### src/rtl/irq_agg_pkg.sv
// package: register map, vector layout and source slots of the interrupt aggregator
package irq_agg_pkg;

  // register offsets (byte addresses, one word each)
  localparam logic [3:0] off_interrupt_vector = 4'h0;
  localparam logic [3:0] off_processor_config = 4'h4;
  localparam logic [3:0] off_status           = 4'h8;

  // vector field layout
  localparam int vec_idx_lsb = 1;
  localparam int vec_grp_lsb = 4;
  localparam logic [7:0] vector_none = 8'h00;

  // processor config bit and reset value
  localparam int                cfg_irq_one_sel_bit = 0;
  localparam logic [7:0] cfg_reset           = 8'h00;

  // number of source slots (8 groups of 8 used in slot space, 64 vectors)
  localparam int n_slots = 64;

  // source slot numbers: group*8 + index
  localparam int slot_out_ep1     = 8'h12 >> 1;
  localparam int slot_out_ep2     = 8'h14 >> 1;
  localparam int slot_out_ep3     = 8'h16 >> 1;
  localparam int slot_in_ep1      = 8'h22 >> 1;
  localparam int slot_in_ep2      = 8'h24 >> 1;
  localparam int slot_in_ep3      = 8'h26 >> 1;
  localparam int slot_setup_ovw   = 8'h30 >> 1;
  localparam int slot_setup_rx    = 8'h32 >> 1;
  localparam int slot_power_on    = 8'h34 >> 1;
  localparam int slot_power_off   = 8'h36 >> 1;
  localparam int slot_resume      = 8'h38 >> 1;
  localparam int slot_suspend     = 8'h3a >> 1;
  localparam int slot_func_reset  = 8'h3c >> 1;
  localparam int slot_tx_empty    = 8'h40 >> 1;
  localparam int slot_rx_full     = 8'h42 >> 1;
  localparam int slot_in_ep0      = 8'h44 >> 1;
  localparam int slot_out_ep0     = 8'h46 >> 1;

  // grouped event inputs from the usb and two-wire blocks
  typedef struct packed {
    logic [3:0] out_ep;                 // bit0 endpoint 0 .. bit3 endpoint 3
    logic [3:0] in_ep;
    logic       setup_overwrite_event;
    logic       setup_received_event;
    logic       port_power_on_event;
    logic       port_power_off_event;
    logic       function_resume_event;
    logic       function_suspend_event;
    logic       function_reset_event;
    logic       twowire_tx_empty;
    logic       twowire_rx_full;
  } irq_sources_t;

endpackage : irq_agg_pkg

### src/rtl/vectored_interrupt_aggregator.sv
// vectored interrupt aggregator with avalon-mm register slave
// Notes on behaviour
// - all extra sources are ORed into the core interrupt-zero request
// - core interrupt zero comes only from internal logic; interrupt one comes from pins
// - vector space covers up to 64 sources
// - vector register names the source behind the interrupt-zero trap
// - a write to the vector retires it and loads the next pending, except a write in the edge right after a retire
// - vector bit zero always reads zero, read only
// - vector reads zero when nothing is pending
// - within one group earliest arrival is reported first
// - group 7 highest priority, group 0 lowest
// - fixed priority by group only, group 4 (vectors 40-4e) highest used, 00 means none
// - output endpoints 1-3 at 12-16, input endpoints 1-3 at 22-26
// - function events in group 3, vector 3e reserved
// - group 4: tx empty, rx full, input and output endpoint 0
// - port-2 inputs, active low, ORed for interrupt one
// - interrupt one also goes to suspend/resume wake logic
// - config bit picks pin 3.3 (0) or port-2 OR (1) for interrupt one
// - active-low external copy of the aggregated interrupt
`timescale 1ns/1ps
module vectored_interrupt_aggregator
  import irq_agg_pkg::*;
(
  // clock and reset
  input  wire logic                       clk,
  input  wire logic                       resetn,
  // avalon-mm slave
  input  wire logic [3:0]                 avs_address,
  input  wire logic                       avs_read,
  input  wire logic                       avs_write,
  input  wire logic [31:0]                avs_writedata,
  input  wire logic [3:0]                 avs_byteenable,
  output logic      [31:0]                avs_readdata,
  output logic                            avs_waitrequest,
  // internal event pulses
  input  wire irq_agg_pkg::irq_sources_t  sources,
  // pins
  input  wire logic [7:0]                 port2_in,
  input  wire logic                       port3_pin3_in,
  // to the core and system
  output logic                            core_irq_zero,
  output logic                            core_irq_one,
  output logic                            wake_request,
  output logic                            external_irq_out_n
);
  import irq_agg_pkg::*;

  // vector assembly from group and index
  function automatic logic [7:0] make_vector(input logic [5:0] slot);
    make_vector = {1'b0, slot[5:3], slot[2:0], 1'b0};
  endfunction : make_vector

  // map the packed source struct onto slot positions
  logic [n_slots-1:0] raw_evt;
  always_comb begin
    raw_evt                  = '0;
    raw_evt[slot_out_ep1]    = sources.out_ep[1];
    raw_evt[slot_out_ep2]    = sources.out_ep[2];
    raw_evt[slot_out_ep3]    = sources.out_ep[3];
    raw_evt[slot_in_ep1]     = sources.in_ep[1];
    raw_evt[slot_in_ep2]     = sources.in_ep[2];
    raw_evt[slot_in_ep3]     = sources.in_ep[3];
    raw_evt[slot_setup_ovw]  = sources.setup_overwrite_event;
    raw_evt[slot_setup_rx]   = sources.setup_received_event;
    raw_evt[slot_power_on]   = sources.port_power_on_event;
    raw_evt[slot_power_off]  = sources.port_power_off_event;
    raw_evt[slot_resume]     = sources.function_resume_event;
    raw_evt[slot_suspend]    = sources.function_suspend_event;
    raw_evt[slot_func_reset] = sources.function_reset_event;
    raw_evt[slot_tx_empty]   = sources.twowire_tx_empty;
    raw_evt[slot_rx_full]    = sources.twowire_rx_full;
    raw_evt[slot_in_ep0]     = sources.in_ep[0];
    raw_evt[slot_out_ep0]    = sources.out_ep[0];
  end

  // rising-edge detect: a held level counts once per assertion
  logic [n_slots-1:0] evt_prev;
  logic [n_slots-1:0] evt_new;
  always_ff @(posedge clk) begin
    if (!resetn) begin
      evt_prev <= '0;
    end else begin
      evt_prev <= raw_evt;
    end
  end
  assign evt_new = raw_evt & ~evt_prev;

  // arrival stamps: per slot, count of earlier pending members in its group
  // a newcomer takes rank = number already pending; retire shifts others down
  logic [n_slots-1:0] pending;
  logic [2:0]         rank [n_slots];
  logic [7:0]         interrupt_vector;
  logic               retire;
  logic [5:0]         cur_slot;

  // current pick: highest group with pending, its rank-zero member
  logic       any_pending;
  logic [5:0] next_slot;
  always_comb begin
    any_pending = 1'b0;
    next_slot   = '0;
    for (int s = 0; s < n_slots; s++) begin
      // ascending scan: later (higher group) hits override
      if (pending[s] && rank[s] == 3'h0) begin
        any_pending = 1'b1;
        next_slot   = 6'(s);
      end
    end
  end

  // pending and rank bookkeeping, one generate slice per slot
  genvar g;
  generate
    for (g = 0; g < n_slots; g++) begin : g_slot
      localparam int grp = g / 8;
      logic [2:0] group_count;
      always_comb begin
        group_count = '0;
        for (int k = grp * 8; k < grp * 8 + 8; k++) begin
          if (pending[k] && k != g) begin
            group_count = group_count + 3'h1;
          end
        end
      end
      logic retire_here;
      logic retire_grp;
      assign retire_here = retire && pending[g] && cur_slot == 6'(g);
      assign retire_grp  = retire && cur_slot[5:3] == 3'(grp) && pending[cur_slot];
      always_ff @(posedge clk) begin
        if (!resetn) begin
          pending[g] <= 1'b0;
          rank[g]    <= 3'h0;
        end else if (retire_here) begin
          // a fresh event at the retire edge re-arms it at the back
          pending[g] <= evt_new[g];
          rank[g]    <= group_count - 3'h0;
        end else if (pending[g]) begin
          if (retire_grp && rank[g] != 3'h0) begin
            rank[g] <= rank[g] - 3'h1;
          end
        end else if (evt_new[g]) begin
          pending[g] <= 1'b1;
          rank[g]    <= retire_grp ? group_count - 3'h1 : group_count;
        end
      end
    end
  endgenerate

  // presented vector register: reloads whenever the pick changes
  // for one edge after a retire the old vector still stands, so a write
  // in that cycle finds its slot no longer pending and is dropped
  always_ff @(posedge clk) begin
    if (!resetn) begin
      interrupt_vector <= vector_none;
      cur_slot         <= '0;
    end else begin
      cur_slot         <= next_slot;
      interrupt_vector <= any_pending ? make_vector(next_slot) : vector_none;
    end
  end

  // processor configuration register, software steers interrupt one source
  logic [7:0] processor_config_register;
  logic       bus_wr;
  logic       bus_rd;
  logic       rd_done;
  assign bus_wr = avs_write && !avs_read;
  assign bus_rd = avs_read && !avs_write;
  always_ff @(posedge clk) begin
    if (!resetn) begin
      processor_config_register <= cfg_reset;
    end else if (bus_wr && avs_address == off_processor_config && avs_byteenable[0]) begin
      processor_config_register <= avs_writedata[7:0];
    end
  end

  // a write to the vector offset retires the shown vector, except a write in the edge right after a retire
  // retire only while the register shows a vector other than vector_none
  assign retire = bus_wr && avs_address == off_interrupt_vector
                  && interrupt_vector != vector_none;

  // reads take one wait cycle so readdata comes from a flop; writes need none
  always_ff @(posedge clk) begin
    if (!resetn) begin
      rd_done      <= 1'b0;
      avs_readdata <= '0;
    end else begin
      rd_done <= bus_rd && !rd_done;
      if (bus_rd && !rd_done) begin
        unique case (avs_address)
          off_interrupt_vector: avs_readdata <= {24'h0, interrupt_vector};
          off_processor_config: avs_readdata <= {24'h0, processor_config_register};
          off_status:           avs_readdata <= {30'h0, core_irq_one, core_irq_zero};
          default:              avs_readdata <= '0; // unmapped reads zero
        endcase
      end
    end
  end
  assign avs_waitrequest = bus_rd && !rd_done;

  // port pins pass two flops before any logic looks at them
  logic [7:0] p2_meta;
  logic [7:0] p2_sync;
  logic       p33_meta;
  logic       p33_sync;
  always_ff @(posedge clk) begin
    if (!resetn) begin
      p2_meta  <= 8'hff;
      p2_sync  <= 8'hff;
      p33_meta <= 1'b1;
      p33_sync <= 1'b1;
    end else begin
      p2_meta  <= port2_in;
      p2_sync  <= p2_meta;
      p33_meta <= port3_pin3_in;
      p33_sync <= p33_meta;
    end
  end

  // interrupt one: active-low port-2 lines ORed, or pin 3.3 (active-low core input)
  logic port2_any;
  assign port2_any = |(~p2_sync);
  always_ff @(posedge clk) begin
    if (!resetn) begin
      core_irq_one <= 1'b1;
      wake_request <= 1'b0;
    end else begin
      core_irq_one <= processor_config_register[cfg_irq_one_sel_bit] ? ~port2_any : p33_sync;
      wake_request <= processor_config_register[cfg_irq_one_sel_bit] ? port2_any : ~p33_sync;
    end
  end

  // interrupt zero: active-low level, pin copy for an outside processor
  assign core_irq_zero      = ~(|pending);
  assign external_irq_out_n = ~(|pending);
endmodule : vectored_interrupt_aggregator

### config.mk
export PLATFORM = sky130hd
export DESIGN_NAME = vectored_interrupt_aggregator
export DESIGN_NICKNAME = d
export VERILOG_FILES = /design/src/rtl/irq_agg_pkg.sv /design/src/rtl/vectored_interrupt_aggregator.sv
export SDC_FILE = /design/constraint.sdc
export NUM_CORES = 1
export LEC_CHECK = 0
export BUFFER_PORTS_ARGS = -buffer_cell sky130_fd_sc_hd__buf_2
export CAP_MARGIN = 20
export CELL_PAD_IN_SITES_DETAIL_PLACEMENT = 0
export CELL_PAD_IN_SITES_GLOBAL_PLACEMENT = 1
export CORE_AREA = 4 4 159 161
export CTS_CLUSTER_DIAMETER = 80
export CTS_CLUSTER_SIZE = 40
export DETAILED_ROUTE_END_ITERATION = 10
export DIE_AREA = 0 0 163 165
export HOLD_SLACK_MARGIN = 0.15
export PLACE_DENSITY = 0.78
export SETUP_SLACK_MARGIN = 0.3
export SLEW_MARGIN = 25
export SYNTH_ARGS = -nofsm -noshare
export SYNTH_HDL_FRONTEND = slang
export SYNTH_SLANG_ARGS = --single-unit
### constraint.sdc
create_clock -name clk -period 3.89 [get_ports clk]
set_input_delay 0.1945 -clock clk [delete_from_list [all_inputs] [get_ports clk]]
set_output_delay 0.1945 -clock clk [all_outputs]
set_load 0.1 [all_outputs]
==> results of run 1 <==
-- what timing repair did --
item / in CTS / in global routing
setup endpoints to repair: 5 / 14
pin swaps: 1 / 4
hold buffers: 36 / 0
setup buffers: 1 / 3
gates resized for setup: 3 / 16
hold endpoints to repair: 48 / 0
-- kinds of logic after synthesis --
| group | Yosys count | share of synthesized area [%] |
|---|---|---|
| simple gates | 370 | 20.7 |
| compound gates | 241 | 17.0 |
| buf+inv | 166 | 7.77 |
| flops | 134 | 33.1 |
| fa+ha+maj | 92 | 11.9 |
| xor+xnor | 64 | 5.95 |
| mux | 30 | 3.52 |
| other cells | 1 | 0.0388 |
-- tightest hold or removal path, stage by stage --
cell and delay, ns:
buf_2 0.15, nor4_1 0.07, a21oi_1 0.11, nor2_1 0.04
-- worst min path at each step --
stage                     cells past startpoint              end  slack, ns      startpoint
after global routing                          4  avs_readdata[1]       0.23  avs_address[0]
after CTS                                     4  avs_readdata[1]       0.16  avs_address[0]
after floorplan                               1       p2_meta[0]       0.30     port2_in[0]
after global placement                        2       p2_meta[4]       0.38     port2_in[4]
after detailed placement                      2       p2_meta[4]       0.38     port2_in[4]
final                                         4  avs_readdata[1]       0.19  avs_address[0]
-- Yosys cell counts (8+ instances only) --
library cell and number:
a21oi_1 58, a22o_1 8, a22oi_1 9, a31oi_1 14
a32oi_1 8, and2_1 26, and3_1 11, buf_2 15
buf_4 29, clkbuf_1 31, dfxtp_1 83, edfxtp_1 51
ha_1 92, inv_1 84, mux2_2 12, mux2i_1 16
nand2_1 69, nand2b_1 42, nand3_1 32, nand3b_1 9
nand4_1 21, nor2_1 77, nor2b_1 14, nor3_1 21
o211ai_1 19, o21ai_0 40, o22ai_1 18, or3_1 16
xnor2_1 41, xor2_1 22
-- power by group --
| group | switching [uW] | total (uW) | internal [uW] |
|---|---|---|---|
| Clock | 726 | 1690 | 962 |
| Combinational | 780 | 1290 | 511 |
| Sequential | 101 | 1660 | 1560 |
-- flip-flops by register name, indices dropped and copies added, names as in the netlist, 6 cells and up --
| register | flops |
|---|---|
| interrupt_vector | 6 |
| avs_readdata | 8 |
| processor_config_register | 8 |
| evt_prev | 17 |
| p2_meta | 8 |
| cur_slot | 6 |
| pending | 17 |
| rank | 51 |
| p2_sync | 8 |
-- layout make-up --
class,count,area [sq um]
well taps,324,405
multi-input cells,821,5890
clock inverters,14,171
repair buffers,116,840
clock buffers,18,450
inverters,85,319
fillers,2340,12700
flip-flops and latches,134,3200
-- routing by layer --
metal  share of wire, %  vias to the layer above  track usage [%]
met2                 48                      225             31.6
met1                 45                     3898             24.1
li1                   -                     4044                -
met3                5.0                       45             2.67
met4                2.3                        0             6.67
met5                  0                        -                0
-- metrics by stage --
stage	total power [uW]	std cells
finish	4640	1512
global route	4890	1512
CTS	4620	1509
detailed placement	2880	1440
global placement	2860	1440
floorplan	2600	1121
==> summary.md, run 1 <==
| Metric | Value |
|---|---|
| Via Count | `8212` |
| Worst R2R Start | `pending[24]` |
| Area Overhead vs Synth | `16.7%` |
| Synth Area per Inst | `8.80 sq um` |
| Setup TNS | `0 ns` |
| Max-cap violations | `0` |
| EDFF count, synth | `51` |
| Root buffer cell | `clkbuf_16` |
| FF-to-FF path depth | `15` |
| CTS tree | `built` |
| Finish-stage setup viols | `0` |
| RSZ-0062 raised after global routing | `yes` |
| Fin crit share | `88.3%` |
| Commonest cells after routing, fill and taps aside | `ha_1, inv_1, dfxtp_1` |
| Pwr per Cell Area | `between 400 and 500 nW/um^2` |
| Status | `completed` |
| Clk_lat worst skew | `around 0.43 ns` |
| Gp weighted congestion | `0.858` |
| Setup crit start | `pending[24]` |
| Drt via density | `5.43` |
| Largest net degree at the start of global routing | `65` |
| Post-route cell area | `roughly 11000 sq um` |
| Max VDD drop | `0.311 mV` |
| Leakage | `0.00449 uW` |
| Endpoints failing hold | `0` |
| R2r setup slk | `around 0.45 ns` |
| Hold Slack | `0.188 ns` |
| Synth area leaders | `dfxtp_1, edfxtp_1, ha_1` |
| Critical path buffers and inverters | `3` |
| Worst Skew | `0.0134 ns` |
| Worst EP arrival | `3.70 ns` |
| DRC Markers | `0` |
| Pins Over Slew Limit | `0` |
| Crit path top cell by count | `ha_1` |
| Asr flop ratio synth | `0%` |
| GRT overflow | `0` |
| Top delay family on crit path | `adder cells` |
| Vias in the first global route | `7844` |
| Clock Tree Buf Depth | `2` |
| Final worst slack | `0.454 ns` |
| Max FO, Critical Path | `5` |
| Post-route ant nets | `0` |
| Layout cell share with drive strength beyond 1 | `14.6%` |
| Tot GR Track Use | `18.6%` |
| Post-place setup slack | `0.127 ns` |
| Synth Cell Area | `9660 sq um` |
| Yosys top cell by area | `dfxtp_1` |
| Worst hold path class | `in -> reg` |
| Crit path kind | `reg -> reg` |
| I/O Buffers | `55` |
| FP Rows | `57` |
| Netlist cell types | `just over 80` |
| Worst slew margin | `between 30% and 40%` |
| Crit-path cells | `inv_2 -> ha_4 -> xor2_2 -> ha_1 -> nand2_1 -> o31ai_2 -> ha_1 -> mux2i_2 -> inv_1 -> ha_1 -> a21oi_2 -> ha_2 -> inv_1 -> or4b_1 -> o211ai_1` |
| Drt total wl | `25200 microns` |
| Worst setup SP type | `register` |
| Share of the synthesized area in the top cell type | `between 10% and 20%` |
| Commonest non-fill, non-tap cell in the layout | `ha_1` |
| H-Tree Depth | `4` |
| Max stage delay on crit path | `0.51 ns` |
| Initial antenna violation count | `0` |
| #FFs+latches synth | `134` |
| # diodes | `0` |
| First-pass detailed-route iteration total | `5` |
| Die X | `~160 microns` |
| DP Area | `10200 sq um` |
| CP required | `4.16 ns` |
| First-pass GRT wire length | `40000 microns` |
| Seq/Total Area, Yosys | `33.1%` |
| Ys flop type | `dfxtp_1` |
| Worst-Margin Slew | `0.945 ns` |
| # nets final | `1337` |
| Die area | `26900 sq um` |
| Synth Warn # | `0` |
| Crit path time final | `approximately 3.4 ns` |
| Area of the core region | `24000 sq um` |
| Max frequency | `between 0.2 and 0.3 GHz` |
| IO Count | `107` |
| Dpl hpwl | `18200 microns` |
| Total CTS buffers | `17` |
| Clk slew on worst S/H paths | `0.07 ns` |
| CP max stage cell | `or4b_1` |
| Cells after Synth | `1098` |
| CTS sink count | `about 130` |
| Critical path depth | `15` |
| Initial core utilization | `between 40 and 50%` |
| WL/cell | `16.7 microns` |
| Worst Setup End Kind | `register` |
| Reg-to-reg endpoint | `rank[0][92]` |
| Worst Setup EP | `rank[0][92]` |
| Finished Core Util | `between 40% and 50%` |
| DR iter-0 viols | `741` |
| Die Height | `165 microns` |
Note: power is estimated with default switching activity, not from simulation.
==> inputs of run 2 (changes only) <==
==> constraint.sdc (replaced) <==
create_clock -name clk -period 2.84 [get_ports clk]
set_input_delay 0.142 -clock clk [delete_from_list [all_inputs] [get_ports clk]]
set_output_delay 0.142 -clock clk [all_outputs]
set_load 0.1 [all_outputs]
==> summary.md, run 2 (synthesis gave the netlist of run 1 again) <==
| Metric | Value |
|---|---|
| Status | `finished with violations (was completed)` |
| Failing checks | `negative setup slack` |
| Met3 usage | `2.67% (unchanged)` |
| Dpl hpwl | `19900 microns (was 18200 microns)` |
| R2r setup slk | `-0.37 ns (was 0.45 ns)` |
| Clk slew on worst S/H paths | `0.07 ns (about the same)` |
| Post-route ant nets | `0 (unchanged)` |
| # nets final | `1446 (was 1337)` |
| DRC Markers | `0 (unchanged)` |
| CTS tree | `built (unchanged)` |
| Initial antenna violation count | `0 (unchanged)` |
| Largest net degree at the start of global routing | `45 (was 65)` |
| Leakage | `0.00519 uW (was 0.00449 uW)` |
| Tot GR Track Use | `20.1% (was 18.6%)` |
| Clk_lat worst skew | `0.43 ns (about the same)` |
| Root buffer cell | `clkbuf_16 (unchanged)` |
| Worst setup SP type | `register (unchanged)` |
| # diodes | `0 (unchanged)` |
| Finish-stage setup viols | `14 (was 0)` |
| Die Height | `165 microns (unchanged)` |
| Worst hold path class | `in -> reg (unchanged)` |
| Worst Setup End Kind | `register (unchanged)` |
| GR peak layer | `met2 (unchanged)` |
| FP Rows | `57 (unchanged)` |
| Max FO, Critical Path | `4 (was 5)` |
| Largest regs | `rank (51), evt_prev (17), pending (17) (unchanged)` |
| Post-route cell area | `12800 sq um (was 11300 sq um)` |
| Fin crit share | `113% (was 88.3%)` |
| GRT overflow | `0 (unchanged)` |
| First-pass detailed-route iteration total | `5 (unchanged)` |
| Number of flip-flops in the largest register | `51 (unchanged)` |
| H-Tree Depth | `4 (unchanged)` |
| Pwr per Cell Area | `547 nW/um^2 (was 411 nW/um^2)` |
| Die X | `163 microns (unchanged)` |
| Worst-Margin Slew | `0.800 ns (was 0.945 ns)` |
| Pins Over Slew Limit | `0 (unchanged)` |
| Area of the core region | `24000 sq um (unchanged)` |
| GR Util met1 | `26.7% (was 24.1%)` |
| Worst slew margin | `46.2% (was 37.0%)` |
| DP Area | `11100 sq um (was 10200 sq um)` |
| Max VDD drop | `0.339 mV (was 0.311 mV)` |
| Layout cell share with drive strength beyond 1 | `26.5% (was 14.6%)` |
| Crit path kind | `reg -> reg (unchanged)` |
| I/O Buffers | `55 (unchanged)` |
| Final worst slack | `-0.375 ns (was 0.454 ns)` |
| Worst Skew | `0.0108 ns (was 0.0134 ns)` |
| First-pass GRT wire length | `43400 microns (was 40000 microns)` |
| WL/cell | `17.1 microns (was 16.7 microns)` |
| Gp weighted congestion | `0.890 (was 0.858)` |
| Endpoints failing hold | `0 (unchanged)` |
| Largest reg by FF count | `rank (unchanged)` |
| Clock Tree Buf Depth | `2 (unchanged)` |
| Met2 Track Usage GR | `34.0% (was 31.6%)` |
| DR iter-0 viols | `663 (was 741)` |
| Total CTS buffers | `17 (unchanged)` |
| Max frequency | `0.311 GHz (was 0.291 GHz)` |
| RSZ-0062 raised after global routing | `yes (unchanged)` |
| Via Count | `8722 (was 8212)` |
| Vias in the first global route | `8435 (was 7844)` |
| Commonest cells after routing, fill and taps aside | `buf_4, inv_1, ha_1, dfxtp_1, nor2_1 (was ha_1, inv_1, dfxtp_1)` |
| Area Overhead vs Synth | `32.1% (was 16.7%)` |
| Crit path time final | `3.21 ns (was 3.44 ns)` |
| Worst EP arrival | `3.49 ns (was 3.70 ns)` |
| CP required | `3.12 ns (was 4.16 ns)` |
| Drt total wl | `27700 microns (was 25200 microns)` |
| Initial core utilization | `40.3% (unchanged)` |
| Commonest non-fill, non-tap cell in the layout | `buf_4 (was ha_1)` |
| Drt via density | `5.38 (was 5.43)` |
| Die area | `26900 sq um (unchanged)` |
| Max-cap violations | `0 (unchanged)` |
| IO Count | `107 (unchanged)` |
| CTS sink count | `134 (unchanged)` |
| Setup TNS | `-3.83 ns (was 0 ns)` |
## run 2: metrics by stage
| stage | setup WS [ns] | hold WS (ns) | instances | total power [uW] | utilization [%] |
|---|---|---|---|---|---|
| global route | -0.486 | 0.243 | 1621 | 7330 | 53.2 |
| floorplan | -0.409 | 0.243 | 1121 | 3700 | - |
| finish | -0.375 | 0.228 | 1621 | 6970 | 53.2 |
| detailed placement | -0.394 | 0.326 | 1521 | 4340 | 46.3 |
| CTS | -0.330 | 0.216 | 1604 | 6700 | 51.2 |
| global placement | -0.341 | 0.322 | 1521 | 4280 | 46.3 |
## run 2: layout make-up
type	count	area, sq um
fillers	2254	11200
multi-input cells	821	6470
flip-flops and latches	134	3210
repair buffers	225	1750
clock buffers	19	464
well taps	324	405
inverters	85	337
clock inverters	13	109
## run 2: critical path, cell delays in order (launching register included)
cell      delay (ns)
dfxtp_4         0.38
inv_6           0.05
ha_4            0.31
xor2_4          0.20
ha_4            0.25
nand2_4         0.06
o31ai_4         0.06
ha_1            0.29
mux2i_1         0.20
inv_1           0.11
ha_4            0.25
a21oi_4         0.16
ha_4            0.15
inv_2           0.02
or4b_1          0.45
o211ai_1        0.10
## run 2: final timing paths
kind                                   from               to  cells after the start
worst max-delay path            pending[25]      rank[0][92]                     15
worst min-delay path                 resetn  avs_readdata[2]                      4
worst max register to register  pending[25]      rank[0][92]                     15
worst min register to register   p2_meta[3]       p2_sync[3]                      1
## run 2: power breakdown
group | total, uW | internal (uW) | switching, uW
sequential | 2230 | 2130 | 97.1
combinational | 2570 | 1200 | 1370
clock | 2170 | 1220 | 953
## run 2: what timing repair did
action,in CTS,in global routing
cloned,0,1
hold buffers,36,0
hold endpoints to repair,49,0
setup buffers,15,16
endpoints found under the setup margin,75,78
pin swaps,24,23
gates resized for setup,30,66
## run 2: routing by layer
layer / vias to the layer above / wire length, microns / part of all wire (%)
li1: 4271 / - / -
met1: 4173 / 12300 / 45
met2: 237 / 13600 / 49
met3: 41 / 1200 / 4.3
met4: 0 / 505 / 1.8
met5: - / 0 / 0
==> inputs of run 3 (changes only) <==
--- a/config.mk
+++ b/config.mk
@@ -5,15 +5,16 @@
 export SDC_FILE = /design/constraint.sdc
 export NUM_CORES = 1
 export LEC_CHECK = 0
+export ABC_AREA = 1
 export BUFFER_PORTS_ARGS = -buffer_cell sky130_fd_sc_hd__buf_2
 export CAP_MARGIN = 20
 export CELL_PAD_IN_SITES_DETAIL_PLACEMENT = 0
 export CELL_PAD_IN_SITES_GLOBAL_PLACEMENT = 1
-export CORE_AREA = 4 4 159 161
+export CORE_AREA = 4 4 167 169
 export CTS_CLUSTER_DIAMETER = 80
 export CTS_CLUSTER_SIZE = 40
 export DETAILED_ROUTE_END_ITERATION = 10
-export DIE_AREA = 0 0 163 165
+export DIE_AREA = 0 0 171 173
 export HOLD_SLACK_MARGIN = 0.15
 export PLACE_DENSITY = 0.78
 export SETUP_SLACK_MARGIN = 0.3
==> summary.md, run 3 <==
| Metric | Value |
|---|---|
| First-pass detailed-route iteration total | `5 (unchanged)` |
| GRT overflow | `0 (unchanged)` |
| Largest net degree at the start of global routing | `35 (was 45)` |
| Leakage | `0.00604 uW (was 0.00519 uW)` |
| Netlist cell types | `48 (was 83)` |
| Total CTS buffers | `17 (unchanged)` |
| FP Rows | `60 (was 57)` |
| Gp weighted congestion | `0.892 (was 0.890)` |
| WL/cell | `14.4 microns (was 17.1 microns)` |
| Crit path kind | `reg -> reg (unchanged)` |
| RSZ-0062 raised after global routing | `yes (unchanged)` |
| Post-synthesis compound-gate area fraction | `8.16% (was 17.0%)` |
| Largest reg by FF count | `rank (unchanged)` |
| Fillers | `2729 (was 2254)` |
| Clock Tree Buf Depth | `2 (unchanged)` |
| Max-cap violations | `0 (unchanged)` |
| Largest regs | `rank (51), evt_prev (17), pending (17) (unchanged)` |
| Clk_lat worst skew | `0.43 ns (about the same)` |
| Setup TNS | `-1.98 ns (was -3.83 ns)` |
| Clk slew on worst S/H paths | `0.07 ns (about the same)` |
| # nets final | `1778 (was 1446)` |
| Number of flip-flops in the largest register | `51 (unchanged)` |
| Pins Over Slew Limit | `0 (unchanged)` |
| Area Overhead vs Synth | `26.7% (was 32.1%)` |
| Post-route cell area | `12900 sq um (was 12800 sq um)` |
| DP Cell Count | `1867 (was 1521)` |
| Max FO, Critical Path | `4 (unchanged)` |
| Setup crit start | `pending[25] (unchanged)` |
| Synth cell count leaders | `nand2_1, inv_1, nor2_1 (was ha_1, inv_1, dfxtp_1)` |
| Synth Cell Area | `10200 sq um (was 9660 sq um)` |
| Max frequency | `0.327 GHz (was 0.311 GHz)` |
| Synth Warn # | `0 (unchanged)` |
| EDFF count, synth | `51 (unchanged)` |
| Synth area leaders | `dfxtp_1, edfxtp_1, nand2_1 (was dfxtp_1, edfxtp_1, ha_1)` |
| # diodes | `0 (unchanged)` |
| CP required | `3.02 ns (was 3.12 ns)` |
| Adder-cell share of the synthesized area | `11.3% (was 11.9%)` |
| Max VDD drop | `0.263 mV (was 0.339 mV)` |
| Pwr per Cell Area | `560 nW/um^2 (was 547 nW/um^2)` |
| Root buffer cell | `clkbuf_16 (unchanged)` |
| Finish-stage setup viols | `14 (unchanged)` |
| Main combinational cell family by area after synthesis | `simple AND/OR/NAND/NOR gates (unchanged)` |
| Yosys top cell by area | `dfxtp_1 (unchanged)` |
| Die X | `171 microns (was 163 microns)` |
| Commonest non-fill, non-tap cell in the layout | `nand2_1 (was buf_4)` |
| Post-Layout Cell Count | `1970 (was 1621)` |
| First-pass GRT wire length | `45600 microns (was 43400 microns)` |
| Commonest cells after routing, fill and taps aside | `nand2_1, inv_1, nor2_1 (was buf_4, inv_1, ha_1, dfxtp_1, nor2_1)` |
| H-Tree Depth | `4 (unchanged)` |
| I/O Buffers | `55 (unchanged)` |
| Area of the core region | `26600 sq um (was 24000 sq um)` |
| Worst-Margin Slew | `0.595 ns (was 0.800 ns)` |
| Crit path time final | `3.06 ns (was 3.21 ns)` |
| Fin crit share | `108% (was 113%)` |
| Endpoints failing hold | `0 (unchanged)` |
| CTS sink count | `134 (unchanged)` |
| Worst slew margin | `60.3% (was 46.2%)` |
| Failing checks | `negative setup slack (unchanged)` |
| Synth Area per Inst | `7.05 sq um (was 8.80 sq um)` |
| Finished Core Util | `48.5% (was 53.2%)` |
| Layout cell share with drive strength beyond 1 | `23.1% (was 26.5%)` |
| Cells after Synth | `1444 (was 1098)` |
| Tot GR Track Use | `18.8% (was 20.1%)` |
| Worst R2R Start | `pending[25] (unchanged)` |
| Simple-Gate Fraction of Synth Area | `32.8% (was 20.7%)` |
| Die Height | `173 microns (was 165 microns)` |
| Post-route ant nets | `0 (unchanged)` |
| CTS tree | `built (unchanged)` |
| DR iter-0 viols | `603 (was 663)` |
| IO Count | `107 (unchanged)` |
| Hold Slack | `0.168 ns (was 0.228 ns)` |
| #FFs+latches synth | `134 (unchanged)` |
| Fraction of synthesized area in multiplexers | `0.0983% (was 3.52%)` |
| HP Start | `avs_address[2] (was resetn)` |
| Status | `finished with violations (unchanged)` |
| Worst setup SP type | `register (unchanged)` |
| Drt via density | `4.95 (was 5.38)` |
| Seq/Total Area, Yosys | `31.4% (was 33.1%)` |
| Share of the synthesized area in the top cell type | `16.3% (was 17.2%)` |
| Initial antenna violation count | `0 (unchanged)` |
| Vias in the first global route | `9396 (was 8435)` |
| Post-synthesis xor/xnor area fraction | `4.17% (was 5.95%)` |
| Worst Setup End Kind | `register (unchanged)` |
| Initial core utilization | `38.3% (was 40.3%)` |
| Die area | `29600 sq um (was 26900 sq um)` |
| Dpl hpwl | `20600 microns (was 19900 microns)` |
| Cell with the most instances after synthesis | `nand2_1 (was ha_1)` |
| Worst hold path class | `in -> reg (unchanged)` |
| Drt total wl | `28300 microns (was 27700 microns)` |
| Ys flop type | `dfxtp_1 (unchanged)` |
| Worst Skew | `0.0109 ns (was 0.0108 ns)` |
| Asr flop ratio synth | `0% (unchanged)` |
| Final worst slack | `-0.220 ns (was -0.375 ns)` |
| Via Count | `9754 (was 8722)` |
| DRC Markers | `0 (unchanged)` |
| Worst EP arrival | `3.24 ns (was 3.49 ns)` |
| DP Area | `11200 sq um (was 11100 sq um)` |
==> run 3: power by group <==
| part | switching (uW) | leakage (uW) | internal (uW) |
|---|---|---|---|
| clock | 1070 | 0.000296 | 1230 |
| sequential | 96.2 | 0.00122 | 2140 |
| combinational | 1560 | 0.00452 | 1130 |
==> run 3: cells by family after synthesis <==
| kind of cell | after synthesis |
|---|---|
| simple gates | 736 |
| xor+xnor | 45 |
| buf+inv | 281 |
| flops | 134 |
| other cells | 1 |
| mux | 1 |
| compound gates | 154 |
| fa+ha+maj | 92 |
==> run 3: worst max-delay path, stage by stage (launching register included) <==
cell and delay (ns):
dfxtp_4 0.38, inv_6 0.05, ha_4 0.28, inv_2 0.05, nand2_2 0.06, nand2_2 0.06
inv_2 0.06, ha_4 0.19, nand2_2 0.07, nand2_1 0.05, ha_1 0.27, nor2_1 0.04
a31oi_1 0.23, ha_1 0.27, inv_1 0.06, o21a_1 0.19, ha_4 0.15, inv_2 0.03
o21ai_1 0.10, nand2_1 0.06, nor2_1 0.10, a21oi_1 0.06
==> run 3: what timing repair did <==
| item | CTS | global route |
|---|---|---|
| hold buffers | 36 | 0 |
| setup buffers | 17 | 17 |
| endpoints found under the hold margin | 52 | 0 |
| resized for setup | 43 | 72 |
| setup endpoints to repair | 32 | 69 |
| cloned | 0 | 1 |
| pin swaps | 25 | 30 |
==> run 3: final timing paths <==
path,slack [ns],endpoint,depth (start not counted)
worst max-delay path,-0.22,rank[0][80],21
worst min-delay path,0.17,avs_readdata[1],6
worst max register to register,-0.22,rank[0][80],21
worst min register to register,0.41,p2_sync[7],1
==> run 3: layout make-up <==
class / count / area, sq um / area share (%)
Clock buffer: 18 / 450 / 3.49
Clock inverter: 14 / 150 / 1.16
Inverter: 215 / 840 / 6.51
Multi-Input combinational cell: 1052 / 6330 / 49.1
Sequential cell: 134 / 3210 / 24.9
Tap cell: 341 / 427 / 3.31
Timing Repair Buffer: 195 / 1480 / 11.5
Timing Repair inverter: 1 / 7.51 / 0.0582
==> run 3: stage by stage <==
| step | total power (uW) | setup slack, ns |
|---|---|---|
| floorplan | 3780 | -0.131 |
| global placement | 4360 | -0.204 |
| detailed placement | 4380 | -0.262 |
| CTS | 6930 | -0.218 |
| global route | 7650 | -0.399 |
| finish | 7220 | -0.220 |
==> run 3: layer usage <==
metal / GRT usage (%) / up-vias / routed length [microns]
li1: - / 4983 / -
met1: 25.1 / 4545 / 13000
met2: 31.8 / 194 / 13600
met3: 3.32 / 32 / 1270
met4: 3.99 / 0 / 437
met5: 0 / - / 0
